`src/inc/eam_pkg.sv`:
```
// constants, types and helpers for the special ea mode decoder
// Behaviour
// - pc index address is pc+index+displacement
// - base displacement is 16 or 32 bits, sign-extended
// - pc used is first extension word address
// - pc modes are program space, reads only
// - pc, index, displacement each omittable; zero pc
// - zero pc with data index reads program space
// - absolute short address sign-extended to 32
// - absolute long: first word high, second low
// - byte immediate from low byte of word
// - word immediate is the whole word
// - long immediate: first high, second low
// - mode 111 register 100 is immediate
// - mode selects; register selects submode under 111
// - brief format single extension word supported
// - full format with base displacement words
// - up to six extension words per instruction
// - ea field is mode and register subfields
// - index type bit 15, number bits 14-12
// - bit 11 picks word or long index
// - bits 10-9 scale index by 1,2,4,8
package eam_pkg;
    localparam logic [2:0] MODE_SPECIAL  = 3'h7;
    localparam logic [2:0] SUB_ABS_SHORT = 3'h0;
    localparam logic [2:0] SUB_ABS_LONG  = 3'h1;
    localparam logic [2:0] SUB_PC_DISP   = 3'h2;
    localparam logic [2:0] SUB_PC_INDEX  = 3'h3;
    localparam logic [2:0] SUB_IMM       = 3'h4;
    localparam int EA_MODE_HI   = 5;
    localparam int EA_MODE_LO   = 3;
    localparam int EA_REG_HI    = 2;
    localparam int EA_REG_LO    = 0;
    localparam int EXT_REG_HI   = 15;
    localparam int EXT_REG_LO   = 12;
    localparam int EXT_WL       = 11;
    localparam int EXT_SCALE_HI = 10;
    localparam int EXT_SCALE_LO = 9;
    localparam int EXT_FULL     = 8;
    localparam int EXT_BS       = 7;
    localparam int EXT_IS       = 6;
    localparam int EXT_BD_HI    = 5;
    localparam int EXT_BD_LO    = 4;
    localparam int EXT_IIS_HI   = 2;
    localparam int EXT_IIS_LO   = 0;
    localparam logic [1:0] BD_RSVD = 2'h0;
    localparam logic [1:0] BD_NULL = 2'h1;
    localparam logic [1:0] BD_WORD = 2'h2;
    localparam logic [1:0] BD_LONG = 2'h3;
    localparam logic [1:0] SZ_BYTE = 2'h0;
    localparam logic [1:0] SZ_WORD = 2'h1;
    localparam logic [1:0] SZ_LONG = 2'h2;
    localparam logic [7:0] ADDR_CTRL = 8'h00;
    localparam logic [7:0] ADDR_STAT = 8'h04;
    localparam logic [7:0] ADDR_LAST = 8'h08;
    localparam logic [7:0] ADDR_CNT  = 8'h0c;
    localparam logic CTRL_ENABLE_RST = 1'b1;

    typedef enum logic [2:0] {
        ST_IDLE = 3'b001,
        ST_EXT  = 3'b010,
        ST_CALC = 3'b100
    } eam_state_t;

    function automatic logic [31:0] sext16(input logic [15:0] v);
        sext16 = {{16{v[15]}}, v};
    endfunction

    function automatic logic [31:0] sext8(input logic [7:0] v);
        sext8 = {{24{v[7]}}, v};
    endfunction
endpackage

```
`src/inc/eam_idx_if.sv`:
```
// carrier between the decoder and its index scaler
`timescale 1ns/1ps
`default_nettype none
interface eam_idx_if;
    logic [15:0] ext;
    logic [31:0] rf;
    logic [31:0] index_val;
    modport calc (input ext, input rf, output index_val);
    modport user (output ext, output rf, input index_val);
endinterface
`default_nettype wire

```
`src/logic/eam_decode.sv`:
```
// special effective-address mode decoder with apb status registers
`timescale 1ns/1ps
`default_nettype none
module eam_decode
    import eam_pkg::*;
#(
    parameter int MAX_EXT = 6
) (
    // clock and reset
    input  wire logic        pclk,
    input  wire logic        presetn,
    // apb slave
    input  wire logic        psel,
    input  wire logic        penable,
    input  wire logic        pwrite,
    input  wire logic [7:0]  paddr,
    input  wire logic [31:0] pwdata,
    output logic      [31:0] prdata,
    output logic             pready,
    output logic             pslverr,
    // operation word from the sequencer
    input  wire logic        op_valid,
    input  wire logic [15:0] op_word,
    input  wire logic [1:0]  op_size,
    input  wire logic        op_write,
    input  wire logic        op_first,
    input  wire logic [31:0] op_pc,
    output logic             op_ready,
    // extension words
    input  wire logic        ext_valid,
    input  wire logic [15:0] ext_word,
    output logic             ext_ready,
    // register file read port
    output logic      [3:0]  rf_sel,
    input  wire logic [31:0] rf_data,
    // results
    output logic             done,
    output logic             illegal,
    output logic             ea_valid,
    output logic             prog_space,
    output logic      [31:0] ea_addr,
    output logic             imm_valid,
    output logic      [31:0] imm_data,
    output logic      [2:0]  ext_used
);
    eam_state_t  state_ff, nxt_state;
    logic [15:0] words_ff [0:2];
    logic [15:0] nxt_words [0:2];
    logic [1:0]  wcnt_ff, nxt_wcnt, need_ff, nxt_need;
    logic [2:0]  sub_ff, nxt_sub, ext_tot_ff, nxt_ext_tot;
    logic [1:0]  size_ff, nxt_size;
    logic        wr_ff, nxt_wr, err_ff, nxt_err;
    logic [31:0] pc_ff, nxt_pc;
    logic [3:0]  rf_sel_ff, nxt_rf_sel;
    logic        op_ready_ff, nxt_op_ready, ext_ready_ff, nxt_ext_ready;
    logic        done_ff, nxt_done, illegal_ff, nxt_illegal;
    logic        ea_valid_ff, nxt_ea_valid, prog_ff, nxt_prog;
    logic        imm_valid_ff, nxt_imm_valid;
    logic [31:0] ea_addr_ff, nxt_ea_addr, imm_ff, nxt_imm;
    logic [2:0]  ext_used_ff, nxt_ext_used;
    logic [15:0] cnt_ff, nxt_cnt;
    logic        enable_ff, nxt_enable;
    logic        pready_ff, nxt_pready, slverr_ff, nxt_slverr;
    logic [31:0] prdata_ff, nxt_prdata;
    logic        is_pc, full_fmt;
    logic [1:0]  bd_sz;
    logic [31:0] base_v, disp_v;

    eam_idx_if ix ();
    assign ix.ext = words_ff[0];
    assign ix.rf  = rf_data;
    eam_index_calc u_idx (.ix(ix));

    assign is_pc    = (sub_ff == SUB_PC_DISP) || (sub_ff == SUB_PC_INDEX);
    assign full_fmt = words_ff[0][EXT_FULL];
    assign bd_sz    = words_ff[0][EXT_BD_HI:EXT_BD_LO];

    always_comb begin
        // zero pc; leaves only the index and the displacement
        base_v = (full_fmt && words_ff[0][EXT_BS]) ? 32'h0 : pc_ff;
        if (!full_fmt) begin
            disp_v = sext8(words_ff[0][7:0]);
        end else if (bd_sz == BD_WORD) begin
            disp_v = sext16(words_ff[1]);
        end else if (bd_sz == BD_LONG) begin
            disp_v = {words_ff[1], words_ff[2]};
        end else begin
            disp_v = 32'h0;
        end
    end

    always_comb begin
        logic [1:0] need_v;
        logic       err_v;
        need_v        = need_ff;
        err_v         = 1'b0;
        nxt_state     = state_ff;
        nxt_words     = words_ff;
        nxt_wcnt      = wcnt_ff;
        nxt_need      = need_ff;
        nxt_sub       = sub_ff;
        nxt_size      = size_ff;
        nxt_wr        = wr_ff;
        nxt_pc        = pc_ff;
        nxt_err       = err_ff;
        nxt_rf_sel    = rf_sel_ff;
        nxt_ext_tot   = ext_tot_ff;
        nxt_op_ready  = 1'b0;
        nxt_ext_ready = 1'b0;
        nxt_done      = 1'b0;
        nxt_ea_valid  = 1'b0;
        nxt_imm_valid = 1'b0;
        nxt_illegal   = illegal_ff;
        nxt_prog      = prog_ff;
        nxt_ea_addr   = ea_addr_ff;
        nxt_imm       = imm_ff;
        nxt_ext_used  = ext_used_ff;
        nxt_cnt       = cnt_ff;
        case (state_ff)
            ST_IDLE: begin
                nxt_op_ready = enable_ff;
                if (op_valid && op_ready_ff) begin
                    nxt_op_ready = 1'b0;
                    nxt_sub  = op_word[EA_REG_HI:EA_REG_LO];
                    nxt_size = op_size;
                    nxt_wr   = op_write;
                    nxt_pc   = op_pc;
                    nxt_wcnt = 2'd0;
                    if (op_first) begin
                        nxt_ext_tot = 3'd0;
                    end
                    if (op_word[EA_REG_HI:EA_REG_LO] == SUB_ABS_LONG ||
                        (op_word[EA_REG_HI:EA_REG_LO] == SUB_IMM &&
                         op_size == SZ_LONG)) begin
                        nxt_need = 2'd2;
                    end else begin
                        nxt_need = 2'd1;
                    end
                    // submode only under the special mode
                    if (op_word[EA_MODE_HI:EA_MODE_LO] != MODE_SPECIAL ||
                        op_word[EA_REG_HI:EA_REG_LO] > SUB_IMM) begin
                        err_v = 1'b1;
                    end
                    if (op_word[EA_REG_HI:EA_REG_LO] == SUB_IMM &&
                        (op_size > SZ_LONG || op_write)) begin
                        err_v = 1'b1;
                    end
                    if (op_write &&
                        (op_word[EA_REG_HI:EA_REG_LO] == SUB_PC_DISP ||
                         op_word[EA_REG_HI:EA_REG_LO] == SUB_PC_INDEX)) begin
                        err_v = 1'b1;
                    end
                    nxt_err = err_v;
                    if (err_v) begin
                        nxt_state = ST_CALC;
                    end else begin
                        nxt_state     = ST_EXT;
                        nxt_ext_ready = 1'b1;
                    end
                end
            end
            ST_EXT: begin
                nxt_ext_ready = 1'b1;
                if (ext_valid && ext_ready_ff) begin
                    nxt_words[wcnt_ff] = ext_word;
                    nxt_wcnt = wcnt_ff + 2'd1;
                    if (wcnt_ff == 2'd0 && sub_ff == SUB_PC_INDEX) begin
                        nxt_rf_sel = ext_word[EXT_REG_HI:EXT_REG_LO];
                        if (ext_word[EXT_FULL]) begin
                            case (ext_word[EXT_BD_HI:EXT_BD_LO])
                                BD_NULL: need_v = 2'd1;
                                BD_WORD: need_v = 2'd2;
                                BD_LONG: need_v = 2'd3;
                                default: err_v = 1'b1;
                            endcase
                            if (ext_word[EXT_IIS_HI:EXT_IIS_LO] != 3'h0) begin
                                err_v = 1'b1;
                            end
                        end
                    end
                    if (ext_tot_ff >= 3'(MAX_EXT)) begin
                        err_v = 1'b1;
                    end else begin
                        nxt_ext_tot = ext_tot_ff + 3'd1;
                    end
                    nxt_need = need_v;
                    nxt_err  = err_v;
                    if (err_v || (wcnt_ff + 2'd1) == need_v) begin
                        nxt_state     = ST_CALC;
                        nxt_ext_ready = 1'b0;
                    end
                end
            end
            ST_CALC: begin
                nxt_state    = ST_IDLE;
                nxt_op_ready = enable_ff;
                nxt_done     = 1'b1;
                nxt_illegal  = err_ff;
                nxt_ext_used = {1'b0, wcnt_ff};
                nxt_cnt      = cnt_ff + 16'h0001;
                nxt_prog     = is_pc && !err_ff;
                if (!err_ff) begin
                    case (sub_ff)
                        SUB_ABS_SHORT: begin
                            nxt_ea_valid = 1'b1;
                            nxt_ea_addr  = sext16(words_ff[0]);
                        end
                        SUB_ABS_LONG: begin
                            nxt_ea_valid = 1'b1;
                            nxt_ea_addr  = {words_ff[0], words_ff[1]};
                        end
                        SUB_PC_DISP: begin
                            nxt_ea_valid = 1'b1;
                            nxt_ea_addr  = pc_ff + sext16(words_ff[0]);
                        end
                        SUB_PC_INDEX: begin
                            nxt_ea_valid = 1'b1;
                            nxt_ea_addr  = base_v + ix.index_val + disp_v;
                        end
                        SUB_IMM: begin
                            nxt_imm_valid = 1'b1;
                            case (size_ff)
                                SZ_BYTE: nxt_imm = {24'h0, words_ff[0][7:0]};
                                SZ_WORD: nxt_imm = {16'h0, words_ff[0]};
                                default: nxt_imm = {words_ff[0], words_ff[1]};
                            endcase
                        end
                        default: nxt_ea_valid = 1'b0;
                    endcase
                end
            end
            default: nxt_state = ST_IDLE;
        endcase
    end

    always_ff @(posedge pclk or negedge presetn) begin
        if (!presetn) begin
            state_ff     <= ST_IDLE;
            words_ff     <= '{16'h0, 16'h0, 16'h0};
            wcnt_ff      <= 2'd0;
            need_ff      <= 2'd1;
            sub_ff       <= 3'h0;
            size_ff      <= 2'h0;
            wr_ff        <= 1'b0;
            err_ff       <= 1'b0;
            pc_ff        <= 32'h0;
            rf_sel_ff    <= 4'h0;
            ext_tot_ff   <= 3'h0;
            op_ready_ff  <= 1'b0;
            ext_ready_ff <= 1'b0;
            done_ff      <= 1'b0;
            illegal_ff   <= 1'b0;
            ea_valid_ff  <= 1'b0;
            prog_ff      <= 1'b0;
            imm_valid_ff <= 1'b0;
            ea_addr_ff   <= 32'h0;
            imm_ff       <= 32'h0;
            ext_used_ff  <= 3'h0;
            cnt_ff       <= 16'h0;
        end else begin
            state_ff     <= nxt_state;
            words_ff     <= nxt_words;
            wcnt_ff      <= nxt_wcnt;
            need_ff      <= nxt_need;
            sub_ff       <= nxt_sub;
            size_ff      <= nxt_size;
            wr_ff        <= nxt_wr;
            err_ff       <= nxt_err;
            pc_ff        <= nxt_pc;
            rf_sel_ff    <= nxt_rf_sel;
            ext_tot_ff   <= nxt_ext_tot;
            op_ready_ff  <= nxt_op_ready;
            ext_ready_ff <= nxt_ext_ready;
            done_ff      <= nxt_done;
            illegal_ff   <= nxt_illegal;
            ea_valid_ff  <= nxt_ea_valid;
            prog_ff      <= nxt_prog;
            imm_valid_ff <= nxt_imm_valid;
            ea_addr_ff   <= nxt_ea_addr;
            imm_ff       <= nxt_imm;
            ext_used_ff  <= nxt_ext_used;
            cnt_ff       <= nxt_cnt;
        end
    end

    // read data is registered in the setup cycle, so every access
    // completes with exactly one access-phase cycle
    always_comb begin
        nxt_pready = 1'b0;
        nxt_slverr = 1'b0;
        nxt_prdata = prdata_ff;
        nxt_enable = enable_ff;
        if (psel && !penable) begin
            nxt_pready = 1'b1;
            case (paddr)
                ADDR_CTRL: nxt_prdata = {31'h0, enable_ff};
                ADDR_STAT: nxt_prdata = {27'h0, ext_tot_ff, illegal_ff,
                                         state_ff != ST_IDLE};
                ADDR_LAST: nxt_prdata = ea_addr_ff;
                ADDR_CNT:  nxt_prdata = {16'h0, cnt_ff};
                default: begin
                    nxt_prdata = 32'h0;
                    nxt_slverr = 1'b1;
                end
            endcase
        end
        if (psel && penable && pready_ff && pwrite && paddr == ADDR_CTRL) begin
            nxt_enable = pwdata[0];
        end
    end

    always_ff @(posedge pclk or negedge presetn) begin
        if (!presetn) begin
            pready_ff <= 1'b0;
            slverr_ff <= 1'b0;
            prdata_ff <= 32'h0;
            enable_ff <= CTRL_ENABLE_RST;
        end else begin
            pready_ff <= nxt_pready;
            slverr_ff <= nxt_slverr;
            prdata_ff <= nxt_prdata;
            enable_ff <= nxt_enable;
        end
    end

    assign prdata     = prdata_ff;
    assign pready     = pready_ff;
    assign pslverr    = slverr_ff;
    assign op_ready   = op_ready_ff;
    assign ext_ready  = ext_ready_ff;
    assign rf_sel     = rf_sel_ff;
    assign done       = done_ff;
    assign illegal    = illegal_ff;
    assign ea_valid   = ea_valid_ff;
    assign prog_space = prog_ff;
    assign ea_addr    = ea_addr_ff;
    assign imm_valid  = imm_valid_ff;
    assign imm_data   = imm_ff;
    assign ext_used   = ext_used_ff;

    abs_short_a: assert property (
        @(posedge pclk) disable iff (!presetn)
        done_ff && !illegal_ff && sub_ff == SUB_ABS_SHORT
        |-> ea_addr_ff == {{16{words_ff[0][15]}}, words_ff[0]})
        else $error("absolute short address wrong");
    abs_long_a: assert property (
        @(posedge pclk) disable iff (!presetn)
        done_ff && !illegal_ff && sub_ff == SUB_ABS_LONG
        |-> ea_addr_ff == {words_ff[0], words_ff[1]} && ext_used_ff == 3'd2)
        else $error("absolute long address wrong");
    imm_byte_a: assert property (
        @(posedge pclk) disable iff (!presetn)
        imm_valid_ff && size_ff == SZ_BYTE
        |-> imm_data == {24'h0, words_ff[0][7:0]} && !ea_valid_ff)
        else $error("byte immediate wrong");
    imm_long_a: assert property (
        @(posedge pclk) disable iff (!presetn)
        imm_valid_ff && size_ff == SZ_LONG
        |-> imm_data == {words_ff[0], words_ff[1]})
        else $error("long immediate wrong");
    imm_words_a: assert property (
        @(posedge pclk) disable iff (!presetn)
        $rose(done_ff) && !illegal_ff && sub_ff == SUB_IMM
        |-> ext_used_ff == (size_ff == SZ_LONG ? 3'd2 : 3'd1) ##1 !done_ff)
        else $error("immediate word count wrong");
    pc_write_a: assert property (
        @(posedge pclk) disable iff (!presetn)
        done_ff && is_pc && wr_ff |-> illegal_ff && !ea_valid_ff && !prog_ff)
        else $error("pc mode write not refused");
    pc_brief_a: assert property (
        @(posedge pclk) disable iff (!presetn)
        done_ff && !illegal_ff && sub_ff == SUB_PC_INDEX && !full_fmt
        |-> prog_ff && ea_addr_ff == pc_ff + sext8(words_ff[0][7:0])
            + $past(ix.index_val))
        else $error("pc index brief sum wrong");
    all_suppress_a: assert property (
        @(posedge pclk) disable iff (!presetn)
        done_ff && !illegal_ff && sub_ff == SUB_PC_INDEX && full_fmt
        && words_ff[0][EXT_BS] && words_ff[0][EXT_IS] && bd_sz == BD_NULL
        |-> ea_addr_ff == 32'h0)
        else $error("suppressed terms not zero");
    indirect_a: assert property (
        @(posedge pclk) disable iff (!presetn)
        done_ff && sub_ff == SUB_PC_INDEX && full_fmt
        && words_ff[0][EXT_IIS_HI:EXT_IIS_LO] != 3'h0 |-> illegal_ff)
        else $error("indirect select not illegal");
    ext_limit_a: assert property (
        @(posedge pclk) disable iff (!presetn)
        ext_tot_ff <= 3'(MAX_EXT))
        else $error("extension word count past limit");
endmodule
`default_nettype wire

```
`src/logic/eam_index_calc.sv`:
```
// sized, scaled and optionally suppressed index operand
`timescale 1ns/1ps
`default_nettype none
module eam_index_calc
    import eam_pkg::*;
(
    // extension word and register value in, index out
    eam_idx_if.calc ix
);
    logic [31:0] raw;

    always_comb begin
        raw = ix.ext[EXT_WL] ? ix.rf : sext16(ix.rf[15:0]);
        if (ix.ext[EXT_FULL] && ix.ext[EXT_IS]) begin
            ix.index_val = 32'h0;
        end else begin
            ix.index_val = raw << ix.ext[EXT_SCALE_HI:EXT_SCALE_LO];
        end
    end
endmodule
`default_nettype wire

```
`config.mk`:
```
export PLATFORM = sky130hd
export DESIGN_NAME = eam_decode
export DESIGN_NICKNAME = d
export VERILOG_FILES = /design/src/inc/eam_pkg.sv /design/src/inc/eam_idx_if.sv /design/src/logic/eam_decode.sv /design/src/logic/eam_index_calc.sv
export SDC_FILE = /design/constraint.sdc
export NUM_CORES = 1
export LEC_CHECK = 0
export BUFFER_PORTS_ARGS = -buffer_cell sky130_fd_sc_hd__buf_2
export CAP_MARGIN = 20
export CORE_ASPECT_RATIO = 0.9
export CORE_UTILIZATION = 52
export CTS_CLUSTER_SIZE = 14
export DETAILED_ROUTE_END_ITERATION = 16
export GPL_TIMING_DRIVEN = 0
export PLACE_DENSITY = 0.78
export REMOVE_ABC_BUFFERS = 1
export SYNTH_ARGS = -nofsm -noshare
export SYNTH_HDL_FRONTEND = slang
export SYNTH_SLANG_ARGS = --single-unit
```
`constraint.sdc`:
```
create_clock -name pclk -period 4.87 [get_ports pclk]
set_input_delay 0.7305 -clock pclk [delete_from_list [all_inputs] [get_ports pclk]]
set_output_delay 0.7305 -clock pclk [all_outputs]
set_load 0.03 [all_outputs]
```
* Word level (Yosys, flattened, before mapping) *
Index checks and enable logic that the tools add are counted.

operators by class
  reduce and logical (&&, ||, !) cells = 41
  multiplexer cells = 66
  shifts and indexed selects = 1
  eq/ne operators = 29
  $add $sub $neg = 6
  bitwise operators = 2
  $lt $le $gt $ge = 5

operator list
  cell                                                                   count
  32-bit case mux with 4 select lines                                    2
  32-bit two-way mux                                                     6
  32-bit adder                                                           3
  32-bit case mux with 2 select lines                                    1
  48-bit bitwise mux                                                     1
  16-bit demux with 2-bit select                                         1
  32-bit by 2-bit << shifter with 32-bit output                          1
  1-bit two-way mux                                                      29
  3-bit two-way mux                                                      8
  2-bit two-way mux                                                      9
  16-bit by 1-bit adder with 16-bit output, second input constant        1
  8-bit by 4-bit equality test with 1-bit output, second input constant  2
  16-bit two-way mux                                                     1
  3-bit by 2-bit equality test with 1-bit output, second input constant  5
  1-bit logical AND                                                      15
  3-bit AND reduction                                                    5
  3-bit case mux with 2 select lines                                     2
  2-bit equality test, second input constant                             5
  2-bit inequality test, second input constant                           5
  3-bit by 1-bit equality test with 1-bit output, second input constant  3
  3-bit equality test, second input constant                             3
  8-bit by 3-bit equality test with 1-bit output, second input constant  1
  8-bit zero test                                                        1
  2-bit case mux with 2 select lines                                     2
  other kinds (25)                                                       38

word-level totals
  register bits = 224
  word-level logic and storage cells = 177
  output and inout port bits = 112
  input bits = 147

* Longest topological paths before layout *
  depth in word-level cells = 13
  mapped depth = 20
  depth with buffers taken out = 17

* Modules after synthesis *
From an unflattened synthesis, not the netlist that was laid out.

second synthesis, totals
  cells, all modules = 1760
  area, all modules = 15660.0 um^2

by module, submodules not included
  module          cells an instance  times used  area an instance (um^2)  sequential area each (um^2)
  eam_decode      1659               1           14863.0                  5609.1
  eam_index_calc  101                1           797.0                    0.0

* Worst setup path before layout *
Ideal clock, no wire load.

  path type = reg2reg
  from = register words_ff (netlist bit ix.ext[9])
  to = register ea_addr_ff[31] (netlist: ea_addr[31])
  clock period less this slack = 4.587 ns
  stages on the path, launching flop included = 17
  path buffers = 2
  required time = 4.749 ns
  library setup time = 0.121 ns
  arrival time = 4.466 ns
  path slack = 0.283 ns
  path through = dfrtp_1 buf_1 buf_1 mux2_2 a22oi_1 fa_1 inv_1 ha_1 a211o_1 a31oi_1 or2_1 o41ai_2 o31ai_4 a2111oi_2 or4_1 and3_1 o22a_1

on the way
  word-level cells in the longest chain between the ends = 5
  elaborated cells on any way between the ends = 6
  those cells by class = add/sub (3); shift (1); mux (2)

RTL lines
  element                                        line                  source
  start: declaration                             eam_decode.sv:47      logic [15:0] words_ff [0:2];
  start signal: assignment                       eam_decode.sv:239     words_ff <= '{16'h0, 16'h0, 16'h0};
  start signal: assignment                       eam_decode.sv:262     words_ff <= nxt_words;
  32-bit by 2-bit << shifter with 32-bit output  eam_index_calc.sv:17  ix.index_val = raw << ix.ext[EXT_SCALE_HI:EXT_SCALE_LO];
  32-bit two-way mux                             eam_index_calc.sv:14  if (ix.ext[EXT_FULL] && ix.ext[EXT_IS]) begin
  32-bit adder (2 in series)                     eam_decode.sv:218     nxt_ea_addr = base_v + ix.index_val + disp_v;
  32-bit case mux with 4 select lines *          eam_decode.sv:203     case (sub_ff)
  end signal: assignment                         eam_decode.sv:279     ea_addr_ff <= nxt_ea_addr;
  end: declaration                               eam_decode.sv:59      logic [31:0] ea_addr_ff, nxt_ea_addr, imm_ff, nxt_imm;

Every way passes the cells marked *; elsewhere a longest branch is shown, timed or not.
A chain may end at the register's enable or synchronous reset.

* Worst setup path in the final report *
  from = register words_ff (netlist bit ix.ext[8])
  to = register ea_addr_ff[31] (netlist: ea_addr[31])

on the way
  word-level cells in the longest chain between the ends = 5
  elaborated cells on any way between the ends = 9
  those cells by class = add/sub (3); mux (4); reduce/logical (2)

RTL lines
  element                                line
  1-bit logical AND (on tied branches)   eam_decode.sv:80, eam_index_calc.sv:14
  32-bit two-way mux (on tied branches)  eam_decode.sv:80, eam_index_calc.sv:14
  32-bit adder (2 in series)             eam_decode.sv:218
  32-bit case mux with 4 select lines *  eam_decode.sv:203

Marked as above.

==> results.yml <==
clocking:
  clk_root_buffer_cell: "clkbuf_16"
  clk_pin_slew_ns: 0.07
  postCtsHoldBufs: 0
  clock_path_buffers: 3
  htree_levels: 1
  cts.sinks: 224
  cts_tree: "yes"
  cts_buffers: 24
  clk_latency_ns: 0.54
global_route:
  grt_max_degree: 90
  gr-total-overflow: 0
  grt_pass1_wl_mm: 73.7
  grt_pass1_vias: 12900
  antenna_found_initial: 1
  grt_use_total_pct: 31.8
synth:
  syn_inst: 1723
  synth_edf_count: 0
  synth_top_area_cell: "dfrtp_1"
  synth.distinct_cells: 72
  synth-seq-cells: 224
  synth_warnings: 0
  synth_area_um2: 15400
  ys.flop_type: "dfrtp_1"
  ys_seq_area_share_pct: 36.5
  synthTopCellsByArea: "dfrtp_1, mux2_2, nand2_1"
  synth-async-reset-ratio_pct: 100
  synth_top_area_share_pct: 36.0
  avgSynthCellArea_um2: 8.92
drt:
  drt_first_pass_iters: 6
  drc: 0
  routed_wl_mm: 48.6
  dr_total_vias: 13800
  ant_nets: 0
  wl_per_cell_um: 21.2
  vias_per_cell: 6.01
  drt-initial-drc-count: 1552
min_path:
  hp-class: "in2async"
place:
  io_buffers: 216
  dp_cells: 2241
  hpwlAfterDp_mm: 36.7
  gp_congestion: 0.979
  dp_worst_setup_slack_ns: -0.900
pwr:
  p_seq_share_pct: 47.2
  ir_drop_mv: 0.223
  p_int_mw: 2.97
  p_clk_share_pct: 42.6
  power_frac_comb_pct: 10.2
  p_leak_nw: 8.98
  switchingPower_mw: 1.04
  swShare_pct: 25.9
  powerDensity_nw_per_um2: 227
sta:
  worst_slew_margin_rel_pct: 23.7
  hold_slack_ns: 0.104
  post-route-period-util_pct: 96.3
  finalCriticalPeriod_ns: 4.69
  hold_viol: 0
  slew_violations: 0
  worst_pin_slew_ns: 1.14
  rsz0062_at_grt: "false"
  fin_tns_setup_ns: 0
  max_clock_freq_mhz: 213
  setup_viol: 0
  skew_ns: 0.0150
  setup_ws_ns: 0.181
die:
  dieHeight_um: 165
  dieWidth_um: 183
  initial_core_util_pct: 53.0
  rows: 59
  core_area_um2: 29000
  die_area_um2: 30300
  io_pins: 259
worst_setup_path:
  cp.required_ns: 5.28
  critPathKind: "reg2reg"
  crit_buf_inv: 2
  critPathLaunchType: "register"
  crit_top_cell: "fa_1"
  rr_worst_depth: 16
  slowest_delay_ns: 0.61
  reg2reg_setup_slack_ns: 0.18
  r2r-end: "ea_addr[31]"
  r2r-start: "ix.ext[8]"
  cp_top_family: "compound AO/OA/AOI/OAI gates"
  critPathSlowestCell: "dfrtp_4"
  cp.arrival_ns: 5.10
  path_cells: "a21oi_4 > buf_4 > nand2_1 > fa_1 > inv_1 > ha_1 > fa_1 > a21o_1 > a31oi_2 > or2_4 > o41ai_4 > o31ai_4 > a2111oi_2 > or4_1 > and3_1 > o22a_1"
  critPathCaptureType: "register"
  crit_fanout: 15
job:
  maxCapViolations: 0
final_layout:
  synthToLayoutAreaGrowth_pct: 14.9
  drive_gt1_share_pct: 22.7
  finalNetCount: 2122
  fin_cells: 2291
run_status:
  run_status: "finished clean"
-- power groups by stage --
stage / Clock [mW] / Sequential [mW] / Combinational [mW]
after global routing: 1.80 / 1.89 / 0.454
after CTS: 1.73 / 1.89 / 0.400
after detailed placement: 0 / 1.93 / 0.397
after floorplan: 0 / 1.92 / 0.219
final: 1.71 / 1.89 / 0.410
after global placement: 0 / 1.93 / 0.375
-- registers in the layout, summed over array words and instances, names as in the netlist, 3 cells and up --
name,cells
rf_sel,4
ext_tot_ff,3
imm_data,32
state_ff,3
words_ff,32
ix.ext,16
pc_ff,32
sub_ff,3
cnt_ff,16
ea_addr,32
prdata,32
-- how the worst max path moves through the flow --
stage,cells past startpoint,end,start,slack [ns]
floorplan,15,ea_addr[31],ix.ext[9],0.22
global placement,16,ea_addr[31],ix.ext[8],-0.89
detailed placement,15,ea_addr[31],ix.ext[8],-0.90
CTS,16,ea_addr[31],ix.ext[10],0.004
global route,14,ea_addr[28],ix.ext[4],0.01
finish,16,ea_addr[31],ix.ext[8],0.18
-- synth_stat cells (15+ instances only) --
cell type / instances
a22oi_1: 30
a31oi_1: 16
xnor2_1: 45
dfrtp_1: 221
xor2_1: 24
and3_1: 15
nand3_1: 49
mux2_2: 120
a21o_1: 57
fa_1: 33
nand2_1: 298
inv_1: 74
mux2i_1: 31
clkbuf_1: 98
a21oi_1: 128
ha_1: 66
nor2_1: 87
o21ai_0: 114
-- per-layer routing --
metal	track usage [%]	wire, um	share of wire (%)	vias up
met5	0	0	0	-
met4	7.54	1100	2.3	0
li1	-	-	-	6372
met1	45.8	21900	45	6716
met3	5.29	4150	8.5	77
met2	50.3	21500	44	614
-- final cells by class --
class,count,area [um^2]
clock buffer,35,662
clock inverter,9,58.8
antenna,1,2.50
sequential,224,5620
fill,2498,11300
multi-input combinational,1320,9170
tap,396,495
timing repair buffer,230,1380
inverter,76,285
-- placed cells by master, fill, tap and decap left out, types with 5 or more instances in the layout --
| cell type | instances |
|---|---|
| nand3_1 | 48 |
| clkinv_2 | 7 |
| nor2b_1 | 13 |
| nand4_1 | 10 |
| clkbuf_16 | 24 |
| clkbuf_1 | 9 |
| nand2_1 | 297 |
| a21o_1 | 57 |
| nor2_1 | 84 |
| a222oi_1 | 5 |
| buf_16 | 6 |
| a21oi_1 | 127 |
| buf_8 | 5 |
| xnor2_1 | 45 |
| mux2i_1 | 31 |
| fa_1 | 33 |
| nand2b_1 | 12 |
| o21ai_0 | 113 |
| and3_1 | 15 |
| xor2_1 | 24 |
| buf_2 | 215 |
| o22ai_1 | 7 |
| a31oi_1 | 15 |
| nand3b_1 | 6 |
| inv_1 | 74 |
| a211oi_1 | 7 |
| or3_1 | 9 |
| dfrtp_2 | 6 |
| o21a_1 | 6 |
| a22oi_1 | 30 |
| and2_1 | 11 |
| mux2_2 | 120 |
| o22a_1 | 12 |
| ha_1 | 66 |
| or2_2 | 6 |
| nor3_1 | 13 |
| o21bai_1 | 6 |
| a221oi_1 | 14 |
| dfrtp_1 | 213 |
-- kinds of logic (layout without fill, tap and decap cells) --
group,count (synthesis),in the layout,share of synthesized area [%]
mux,153,153,11.0
other cells,1,2,0.0244
flops,224,224,36.5
fa+ha+maj,99,99,9.67
buf+inv,181,350,4.45
xor+xnor,69,69,3.93
compound gates,452,452,18.9
simple gates,544,546,15.5
-- repair_timing --
| action | 4_1_cts | 5_1_grt |
|---|---|---|
| resized for setup | 13 | 10 |
| endpoints found under the setup margin | 24 | 10 |
| pin swaps | 0 | 1 |
| setup buffers | 0 | 1 |
| endpoints found under the hold margin | 0 | 0 |
| gates cloned | 0 | 2 |
-- through the flow --
step | area, um^2 | util, % | total power [mW]
2_1_floorplan | 15000 | - | 2.14
3_3_place_gp | 16500 | 57.0 | 2.30
3_5_place_dp | 16800 | 57.9 | 2.33
4_1_cts | 17600 | 60.5 | 4.02
5_1_grt | 17700 | 60.9 | 4.15
6_report | 17700 | 60.9 | 4.02
No activity file was read; power rests on OpenSTA's default activity.
